### src/hdl/pic_host_pkg.sv
// Constants shared by the host sequencer for the eight-input priority interrupt controller.
// Assumes a 25 MHz pclk and an 8-bit device bus with one address line.
package pic_host_pkg;

  // ****************************************
  // Timing
  // ****************************************
  localparam int CLK_NS = 40;
  localparam int STROBE_NS = 160;
  localparam int RECOVER_NS = 200;
  localparam int STROBE_CYC = (STROBE_NS + CLK_NS - 1) / CLK_NS;
  localparam int RECOVER_CYC = (RECOVER_NS + CLK_NS - 1) / CLK_NS;
  localparam logic [3:0] STROBE_LAST = 4'(STROBE_CYC - 1);
  localparam logic [3:0] RECOVER_LAST = 4'(RECOVER_CYC - 1);

  // ****************************************
  // Register map and fields
  // ****************************************
  localparam logic [7:0] CMD_OFF = 8'h00;
  localparam logic [7:0] STAT_OFF = 8'h04;
  localparam logic [7:0] RDATA_OFF = 8'h08;
  localparam logic [7:0] REQ_OFF = 8'h0c;
  localparam logic [7:0] CFG_OFF = 8'h10;
  localparam int CMD_A0_BIT = 8;
  localparam int CMD_CHIP_LSB = 9;
  localparam int CMD_KIND_LSB = 13;
  localparam int CMD_W = 15;
  localparam int STAT_ERR_BIT = 2;
  localparam int CFG_VEC_BIT = 0;
  localparam int CFG_WD_LSB = 8;
  localparam logic [15:0] CFG_RST = 16'h0000;
  localparam logic [CMD_W-1:0] CMD_RST = 15'h0000;

  // ****************************************
  // Device command words
  // ****************************************
  localparam logic [7:0] NONSPEC_EOI = 8'h20;
  localparam logic [7:0] READ_SERVICE = 8'h0b;
  localparam logic [1:0] SEL_PRIO = 2'h0;
  localparam logic [1:0] SEL_READBACK = 2'h1;
  localparam logic [2:0] EOI_NONSPEC = 3'h1;
  localparam logic [2:0] EOI_ROT_NONSPEC = 3'h5;
  localparam int SPECIAL_MASK_CHANGE_ENABLE_BIT = 6;
  localparam int SMM_BIT = 5;
  localparam logic [3:0] MASTER_CHIP = 4'h0;
  localparam logic [1:0] PULSES_VECTOR = 2'h2;
  localparam logic [1:0] PULSES_CALL = 2'h3;
  localparam logic [1:0] EXIT_LAST = 2'h3;

  typedef enum logic [1:0] {JOB_WR, JOB_RD, JOB_ACK, JOB_EXIT} job_t;
  typedef enum logic [1:0] {ST_IDLE, ST_SETUP, ST_ASSERT, ST_GAP} seq_state_t;

endpackage

### src/hdl/pic_host.sv
// Host sequencer that drives the interrupt controller pins on orders given over APB.
// Assumes one master device on chip select 0 and up to eight slaves on selects 1 to 8.
//
// The APB register port and the register addresses were decided locally.
`timescale 1ns/10ps
`default_nettype none
// Contract
// - host uses specific END_OF_SERVICE_COMMAND in special mask; exit jobs still send the non-specific NONSPEC_EOI
// - source holds request until first acknowledge
// - slave END_OF_SERVICE_COMMAND, read service, then master END_OF_SERVICE_COMMAND
// - master serves eight slaves over cascade
module pic_host (
  input wire logic pclk,
  input wire logic presetn,
  input wire logic [7:0] paddr,
  input wire logic psel,
  input wire logic penable,
  input wire logic pwrite,
  input wire logic [31:0] pwdata,
  output logic [31:0] prdata,
  output logic pready,
  output logic pslverr,
  input wire logic [7:0] data_in,
  output logic [7:0] data_out,
  output logic data_oe_n,
  output logic addr_line,
  output logic [8:0] chip_sel_n,
  output logic read_strobe_n,
  output logic write_strobe_n,
  output logic acknowledge_strobe_n,
  input wire logic int_in,
  output logic [7:0] request_out
);

  // ****************************************
  // State
  // ****************************************
  pic_host_pkg::seq_state_t st_ff, nxt_st;
  pic_host_pkg::job_t job_ff;
  logic [pic_host_pkg::CMD_W-1:0] cmd_ff;
  logic [15:0] cfg_ff;
  logic [1:0] step_ff, nxt_step;
  logic [3:0] cnt_ff, nxt_cnt;
  logic [23:0] rd_data_ff;
  logic [7:0] request_out_ff, nxt_req;
  logic smm_ff, err_ff, master_eoi_ff;
  logic [7:0] data_s;
  logic int_s;

  two_flop_sync #(.W(8)) u_data_sync (
    .pclk(pclk),
    .presetn(presetn),
    .d(data_in),
    .q(data_s)
  );

  two_flop_sync #(.W(1)) u_int_sync (
    .pclk(pclk),
    .presetn(presetn),
    .d(int_in),
    .q(int_s)
  );

  // ****************************************
  // APB decode
  // ****************************************
  wire busy = (st_ff != pic_host_pkg::ST_IDLE);
  wire cmd_hit = (paddr == pic_host_pkg::CMD_OFF);
  wire stat_hit = (paddr == pic_host_pkg::STAT_OFF);
  wire rdata_hit = (paddr == pic_host_pkg::RDATA_OFF);
  wire req_hit = (paddr == pic_host_pkg::REQ_OFF);
  wire cfg_hit = (paddr == pic_host_pkg::CFG_OFF);
  wire any_hit = cmd_hit | stat_hit | rdata_hit | req_hit | cfg_hit;
  // A new command waits in the access phase until the previous one has finished.
  assign pready = !(psel && cmd_hit && pwrite && busy);
  assign pslverr = psel && penable && !any_hit;
  wire wr_acc = psel && penable && pwrite && pready && any_hit;
  wire cmd_wr = wr_acc && cmd_hit;
  wire stat_wr = wr_acc && stat_hit;
  wire req_wr = wr_acc && req_hit;
  wire cfg_wr = wr_acc && cfg_hit;

  wire [1:0] new_kind = pwdata[pic_host_pkg::CMD_KIND_LSB +: 2];
  wire new_a0 = pwdata[pic_host_pkg::CMD_A0_BIT];
  wire [7:0] new_data = pwdata[7:0];
  wire new_is_wr = (new_kind == 2'(pic_host_pkg::JOB_WR));
  wire new_prio = new_is_wr && !new_a0 && (new_data[4:3] == pic_host_pkg::SEL_PRIO);
  wire new_readback = new_is_wr && !new_a0 && (new_data[4:3] == pic_host_pkg::SEL_READBACK);
  wire new_nonspec = (new_data[7:5] == pic_host_pkg::EOI_NONSPEC) ||
                     (new_data[7:5] == pic_host_pkg::EOI_ROT_NONSPEC);
  // Non-specific END_OF_SERVICE_COMMAND under special mask mode could clear a masked level; refuse it.
  wire refuse = smm_ff && new_prio && new_nonspec;
  wire go = cmd_wr && !refuse;

  assign prdata = cmd_hit ? {17'h0, cmd_ff} :
                  stat_hit ? {28'h0, master_eoi_ff, err_ff, int_s, busy} :
                  rdata_hit ? {8'h0, rd_data_ff} :
                  req_hit ? {24'h0, request_out_ff} :
                  cfg_hit ? {16'h0, cfg_ff} : 32'h0;

  // ****************************************
  // Step decode
  // ****************************************
  wire [7:0] cmd_data = cmd_ff[7:0];
  wire [3:0] cmd_chip = cmd_ff[pic_host_pkg::CMD_CHIP_LSB +: 4];
  wire [1:0] ack_pulses = cfg_ff[pic_host_pkg::CFG_VEC_BIT] ? pic_host_pkg::PULSES_VECTOR :
                          pic_host_pkg::PULSES_CALL;
  wire is_exit = (job_ff == pic_host_pkg::JOB_EXIT);
  wire is_ack = (job_ff == pic_host_pkg::JOB_ACK);
  wire step_rd = (job_ff == pic_host_pkg::JOB_RD) || (is_exit && step_ff == 2'h2);
  wire step_wr = (job_ff == pic_host_pkg::JOB_WR) || (is_exit && step_ff != 2'h2);
  // Exit sequence: slave END_OF_SERVICE_COMMAND, select service register, read it, master END_OF_SERVICE_COMMAND if empty.
  wire [3:0] step_chip = (is_exit && step_ff == pic_host_pkg::EXIT_LAST) ?
                         pic_host_pkg::MASTER_CHIP : cmd_chip;
  wire [7:0] step_data = !is_exit ? cmd_data :
                         (step_ff == 2'h1) ? pic_host_pkg::READ_SERVICE :
                         pic_host_pkg::NONSPEC_EOI;
  wire step_a0 = is_exit ? 1'b0 : cmd_ff[pic_host_pkg::CMD_A0_BIT];
  wire last_step = is_ack ? (step_ff == ack_pulses - 2'h1) :
                   is_exit ? (step_ff == pic_host_pkg::EXIT_LAST ||
                              (step_ff == 2'h2 && rd_data_ff[7:0] != 8'h00)) :
                   1'b1;
  wire strobe_end = (st_ff == pic_host_pkg::ST_ASSERT) && (cnt_ff == 4'h0);
  wire nxt_active = (nxt_st == pic_host_pkg::ST_SETUP) || (nxt_st == pic_host_pkg::ST_ASSERT);
  wire nxt_strobe = (nxt_st == pic_host_pkg::ST_ASSERT);

  // ****************************************
  // Sequencer
  // ****************************************
  always_comb begin
    nxt_st = st_ff;
    nxt_step = step_ff;
    nxt_cnt = cnt_ff;
    unique case (st_ff)
      pic_host_pkg::ST_IDLE: begin
        if (go) begin
          nxt_st = pic_host_pkg::ST_SETUP;
          nxt_step = 2'h0;
        end
      end
      pic_host_pkg::ST_SETUP: begin
        nxt_st = pic_host_pkg::ST_ASSERT;
        nxt_cnt = pic_host_pkg::STROBE_LAST;
      end
      pic_host_pkg::ST_ASSERT: begin
        if (cnt_ff == 4'h0) begin
          nxt_st = pic_host_pkg::ST_GAP;
          nxt_cnt = pic_host_pkg::RECOVER_LAST;
        end else begin
          nxt_cnt = cnt_ff - 4'h1;
        end
      end
      pic_host_pkg::ST_GAP: begin
        if (cnt_ff != 4'h0) begin
          nxt_cnt = cnt_ff - 4'h1;
        end else if (last_step) begin
          nxt_st = pic_host_pkg::ST_IDLE;
        end else begin
          nxt_st = pic_host_pkg::ST_SETUP;
          nxt_step = step_ff + 2'h1;
        end
      end
    endcase
  end

  always_ff @(posedge pclk or negedge presetn) begin
    if (!presetn) begin
      st_ff <= pic_host_pkg::ST_IDLE;
      step_ff <= 2'h0;
      cnt_ff <= 4'h0;
    end else begin
      st_ff <= nxt_st;
      step_ff <= nxt_step;
      cnt_ff <= nxt_cnt;
    end
  end

  // ****************************************
  // Pins
  // ****************************************
  // Acknowledge pulses carry no chip select; the master steers slaves by cascade.
  wire [8:0] sel_onehot = 9'h001 << step_chip;
  always_ff @(posedge pclk or negedge presetn) begin
    if (!presetn) begin
      chip_sel_n <= 9'h1ff;
      read_strobe_n <= 1'b1;
      write_strobe_n <= 1'b1;
      acknowledge_strobe_n <= 1'b1;
      data_oe_n <= 1'b1;
      data_out <= 8'h00;
      addr_line <= 1'b0;
    end else begin
      chip_sel_n <= (nxt_active && !is_ack) ? ~sel_onehot : 9'h1ff;
      read_strobe_n <= !(nxt_strobe && step_rd);
      write_strobe_n <= !(nxt_strobe && step_wr);
      acknowledge_strobe_n <= !(nxt_strobe && is_ack);
      data_oe_n <= !(nxt_active && step_wr);
      data_out <= step_data;
      addr_line <= step_a0;
    end
  end

  // ****************************************
  // Command, config and captured data
  // ****************************************
  always_ff @(posedge pclk or negedge presetn) begin
    if (!presetn) begin
      cmd_ff <= pic_host_pkg::CMD_RST;
      job_ff <= pic_host_pkg::JOB_WR;
      cfg_ff <= pic_host_pkg::CFG_RST;
    end else begin
      if (go) begin
        cmd_ff <= pwdata[pic_host_pkg::CMD_W-1:0];
        job_ff <= pic_host_pkg::job_t'(new_kind);
      end
      if (cfg_wr) begin
        cfg_ff <= pwdata[15:0];
      end
    end
  end

  // Read and acknowledge bytes shift in at the rising strobe, newest in the low byte.
  always_ff @(posedge pclk or negedge presetn) begin
    if (!presetn) begin
      rd_data_ff <= 24'h000000;
    end else if (go) begin
      rd_data_ff <= 24'h000000;
    end else if (strobe_end && (step_rd || is_ack)) begin
      rd_data_ff <= {rd_data_ff[15:0], data_s};
    end
  end

  // Special mask mode is tracked from readback words so END_OF_SERVICE_COMMAND can be screened.
  always_ff @(posedge pclk or negedge presetn) begin
    if (!presetn) begin
      smm_ff <= 1'b0;
    end else if (go && new_readback && new_data[pic_host_pkg::SPECIAL_MASK_CHANGE_ENABLE_BIT]) begin
      smm_ff <= new_data[pic_host_pkg::SMM_BIT];
    end
  end

  // Error and master-END_OF_SERVICE_COMMAND flags: a new set wins over a clear in the same cycle.
  wire exit_master = is_exit && step_ff == pic_host_pkg::EXIT_LAST && strobe_end;
  always_ff @(posedge pclk or negedge presetn) begin
    if (!presetn) begin
      err_ff <= 1'b0;
      master_eoi_ff <= 1'b0;
    end else begin
      err_ff <= (cmd_wr && refuse) ||
                (err_ff && !(stat_wr && pwdata[pic_host_pkg::STAT_ERR_BIT]));
      master_eoi_ff <= exit_master || (master_eoi_ff && !go);
    end
  end

  // ****************************************
  // Request sources
  // ****************************************
  // In the setup cycle before the first acknowledge falls, software may raise but not drop requests.
  wire hold_lock = is_ack && step_ff == 2'h0 && st_ff == pic_host_pkg::ST_SETUP;
  wire withdraw_now = is_ack && step_ff == 2'h0 && st_ff == pic_host_pkg::ST_ASSERT &&
                      cnt_ff == pic_host_pkg::STROBE_LAST;
  wire [7:0] req_written = !req_wr ? request_out_ff :
                           hold_lock ? (request_out_ff | pwdata[7:0]) : pwdata[7:0];
  assign nxt_req = withdraw_now ? (req_written & ~cfg_ff[pic_host_pkg::CFG_WD_LSB +: 8]) :
                   req_written;

  always_ff @(posedge pclk or negedge presetn) begin
    if (!presetn) begin
      request_out_ff <= 8'h00;
    end else begin
      request_out_ff <= nxt_req;
    end
  end
  assign request_out = request_out_ff;
endmodule // pic_host
`default_nettype wire

### src/hdl/two_flop_sync.sv
// Two-stage synchroniser for levels arriving from outside the pclk domain.
// Assumes the consumer tolerates two cycles of latency.
`timescale 1ns/10ps
`default_nettype none
module two_flop_sync #(
  parameter int W = 1
) (
  input wire logic pclk,
  input wire logic presetn,
  input wire logic [W-1:0] d,
  output logic [W-1:0] q
);
  logic [W-1:0] meta_ff;

  always_ff @(posedge pclk or negedge presetn) begin
    if (!presetn) begin
      meta_ff <= '0;
      q <= '0;
    end else begin
      meta_ff <= d;
      q <= meta_ff;
    end
  end
endmodule // two_flop_sync
`default_nettype wire
### config.mk
export PLATFORM = sky130hd
export DESIGN_NAME = pic_host
export DESIGN_NICKNAME = d
export VERILOG_FILES = /design/src/hdl/pic_host_pkg.sv /design/src/hdl/pic_host.sv /design/src/hdl/two_flop_sync.sv
export SDC_FILE = /design/constraint.sdc
export NUM_CORES = 1
export LEC_CHECK = 0
export ABC_AREA = 1
export BUFFER_PORTS_ARGS = -buffer_cell sky130_fd_sc_hd__buf_2
export CAP_MARGIN = 20
export CORE_ASPECT_RATIO = 1.25
export CORE_MARGIN = 3
export CORE_UTILIZATION = 50
export DETAILED_ROUTE_END_ITERATION = 16
export PLACE_DENSITY = 0.79
export SYNTH_ARGS = -nofsm -noshare
export SYNTH_HDL_FRONTEND = slang
export SYNTH_SLANG_ARGS = --single-unit
### constraint.sdc
create_clock -name pclk -period 5.4 [get_ports pclk]
set_clock_uncertainty 0.15 [all_clocks]
set_input_delay 0.54 -clock pclk [delete_from_list [all_inputs] [get_ports pclk]]
set_output_delay 0.54 -clock pclk [all_outputs]
set_load 0.01 [all_outputs]
==> flow_summary.yaml <==
power:
  comb_power_share_pct: 10.4
  power.internal_mw: 1.77
  p_sw_share_pct: 25.3
  p_leak_nw: 3.29
  ir_drop_v: 0.000291
  clkPwrFrac_pct: 49.9
  p_per_area_nw_per_um2: 378
  p_switching_mw: 0.598
  seq_power_share_pct: 39.6
route:
  dr.pass1.iters: 6
  wl_um: 12900
  routedWlPerCell_um: 16.0
  drtIter0Drc: 383
  ant_nets: 0
  drcViolationCount: 0
  vias: 4332
  avgViaCountPerCell: 5.37
global_route:
  grt_max_degree: 75
  antenna_found_initial: 0
  grt_pass1_vias: 4296
  grt_pass1_wl_um: 20700
  overflow: 0
  grt_use_total_pct: 23.7
worst_hold_path:
  whs_path_depth: 1
  hold_class: "in -> reg"
sta:
  hold_violations: 0
  min_period_over_period_pct: 60.5
  fin_ws_ns: 2.13
  fin_crit_ns: 3.27
  setup_tns_ns: 0
  hold_ws_ns: 0.0816
  worst_slew_pin_slew_ns: 0.908
  setup_viol: 0
  relSlewSlack_pct: 39.5
  maxSlewViolCount: 0
  max_freq_ghz: 0.306
  rsz0062_at_grt: "no"
yosys:
  ys_ff_latch: 114
  syn_inst: 568
  yosysSeqAreaShare_pct: 56.4
  synth_edf_count: 0
  synthFlopType: "dfrtp_1"
  yosys_warnings: 0
  synth_cell_type_count: 36
  async_flop_share_pct: 100
  syn_area_per_cell_um2: 8.95
  synth_area_um2: 5090
outcome:
  status: "complete, no violations"
placed_design:
  port_buffers: 93
  dp.cells: 774
  pre_cts_ws_ns: 1.86
  place_hpwl_um: 8810
  gp_congestion: 0.908
setup_path:
  r2r_cells: 9
  crit_cells: 9
  cp_top_family: "buffers and inverters"
  path_class: "in -> out"
  endpoint_kind: "output port"
  worst_setup_path_start_kind: "input pin"
  cp_max_fo: 14
  slowest_stage: "inv_1"
  max_stage_delay_ns: 0.54
  critPathArrivalTime_ns: 2.58
  path_cells: "buf_2, nor2_1, nand2_1, inv_1, nand4_1, inv_1, a21oi_1, o21ai_0, buf_2"
  cp_data_required_time_ns: 4.71
  critPathBufInv: 4
clock_network:
  cts.clk_slew.worst_paths_ns: 0.06
  cts_root_buf: "clkbuf_16"
  cts.path.max_buffers: 2
  post_cts.repair.setup_buffers: 0
  htree_levels: 4
  hold_buffers: 0
  clk_latency_ns: 0.41
  cts_resized: 0
  clock-sinks: 114
  cts_tree: "built"
  cts_buffers: 17
finish:
  final_cells: 807
  nets: 729
  diodes: 0
  final_layout_size_suffix_gt1_share_pct: 23.1
  syn_to_final_growth_pct: 23.4
  final_core_util_pct: 64.3
die:
  die_area_um2: 11400
  pin_count: 118
  start_util_pct: 52.1
  fp-row-count: 40
  core_area_um2: 9760
  die_y_um: 119
  die_x_um: 96.2
job:
  drv_cap: 0
per-stage QoR:
step	cell area, um2	power [mW]
CTS	6250	2.38
global route	6280	2.47
global placement	5620	1.18
detailed placement	5620	1.20
floorplan	5110	1.11
finish	6280	2.37
cell usage after synthesis, types with 3 or more instances:
master | instances | area share (%)
a21oi_1 | 7 | 0.69
a2bb2oi_1 | 8 | 1.4
buf_2 | 8 | 0.79
buf_4 | 10 | 1.5
clkbuf_1 | 3 | 0.22
dfrtp_1 | 101 | 50
dfstp_2 | 13 | 6.7
ha_1 | 7 | 1.7
inv_1 | 101 | 7.5
nand2_1 | 128 | 9.4
nand3_1 | 18 | 1.8
nand4_1 | 5 | 0.62
nor2_1 | 42 | 3.1
nor2_4 | 3 | 0.66
o21ai_0 | 37 | 3.6
o21ai_1 | 20 | 2.0
o221ai_1 | 6 | 1.0
o22ai_1 | 26 | 3.2
layout by cell type, fill, tap and decap left out, types with 8 or more instances in the layout:
cell type,instances
nand2_1,128
dfstp_2,13
conb_1,8
o22ai_1,26
nand3_1,18
buf_2,92
inv_1,101
a2bb2oi_1,8
dfrtp_1,101
o21ai_1,20
nor2_1,42
clkbuf_16,18
o21ai_0,37
final timing paths:
path                                   startpoint                     end  slack, ns
hold / removal                         data_in[5]  u_data_sync.meta_ff[5]       0.08
setup reg to reg                         st_ff[1]           chip_sel_n[6]       2.31
min in group asynchronous                 presetn  u_data_sync.meta_ff[7]       0.09
setup / recovery                         paddr[4]              prdata[12]       2.13
max in group asynchronous                 presetn           chip_sel_n[6]       3.96
hold reg to reg            u_data_sync.meta_ff[2]        u_data_sync.q[2]       0.20
sequential cells by signal, summed over array words and instances (netlist names), 2 cells and up:
register	cells
rd_data_ff	24
cfg_ff	16
cmd_ff	13
chip_sel_n	9
data_out	8
request_out	8
u_data_sync.meta_ff	8
u_data_sync.q	8
cnt_ff	4
job_ff	2
st_ff	2
step_ff	2
power groups by stage:
| stage | combinational (mW) | clock [mW] | sequential (mW) |
|---|---|---|---|
| after global routing | 0.289 | 1.23 | 0.945 |
| after detailed placement | 0.244 | 0 | 0.954 |
| after global placement | 0.231 | 0 | 0.952 |
| after CTS | 0.248 | 1.19 | 0.940 |
| after floorplan | 0.160 | 0 | 0.954 |
| final | 0.247 | 1.18 | 0.940 |
kinds of logic after synthesis:
logic type	synth area share (%)
AND/OR/NAND/NOR	18.4
buffers and inverters	10.1
flip-flops	56.4
AO/OA/AOI/OAI	13.2
adder cells (fa/ha/maj)	1.72
XOR/XNOR	0.172
other	0.0737
final cells by class:
class	count	area, um2
fillers	786	3480
flip-flops and latches	114	2870
multi-input cells	337	1730
repair buffers	95	500
clock buffers	17	425
inverters	103	387
clock inverters	15	206
well taps	126	158
metal layers:
| metal | GRT usage (%) | part of all wire (%) | up-vias |
|---|---|---|---|
| li1 | - | - | 2017 |
| met3 | 4.96 | 7.4 | 44 |
| met1 | 29.5 | 39 | 2050 |
| met4 | 10.2 | 3.5 | 0 |
| met2 | 39.3 | 50 | 221 |
| met5 | 0 | 0 | - |
(Power assumes the default switching activity.)
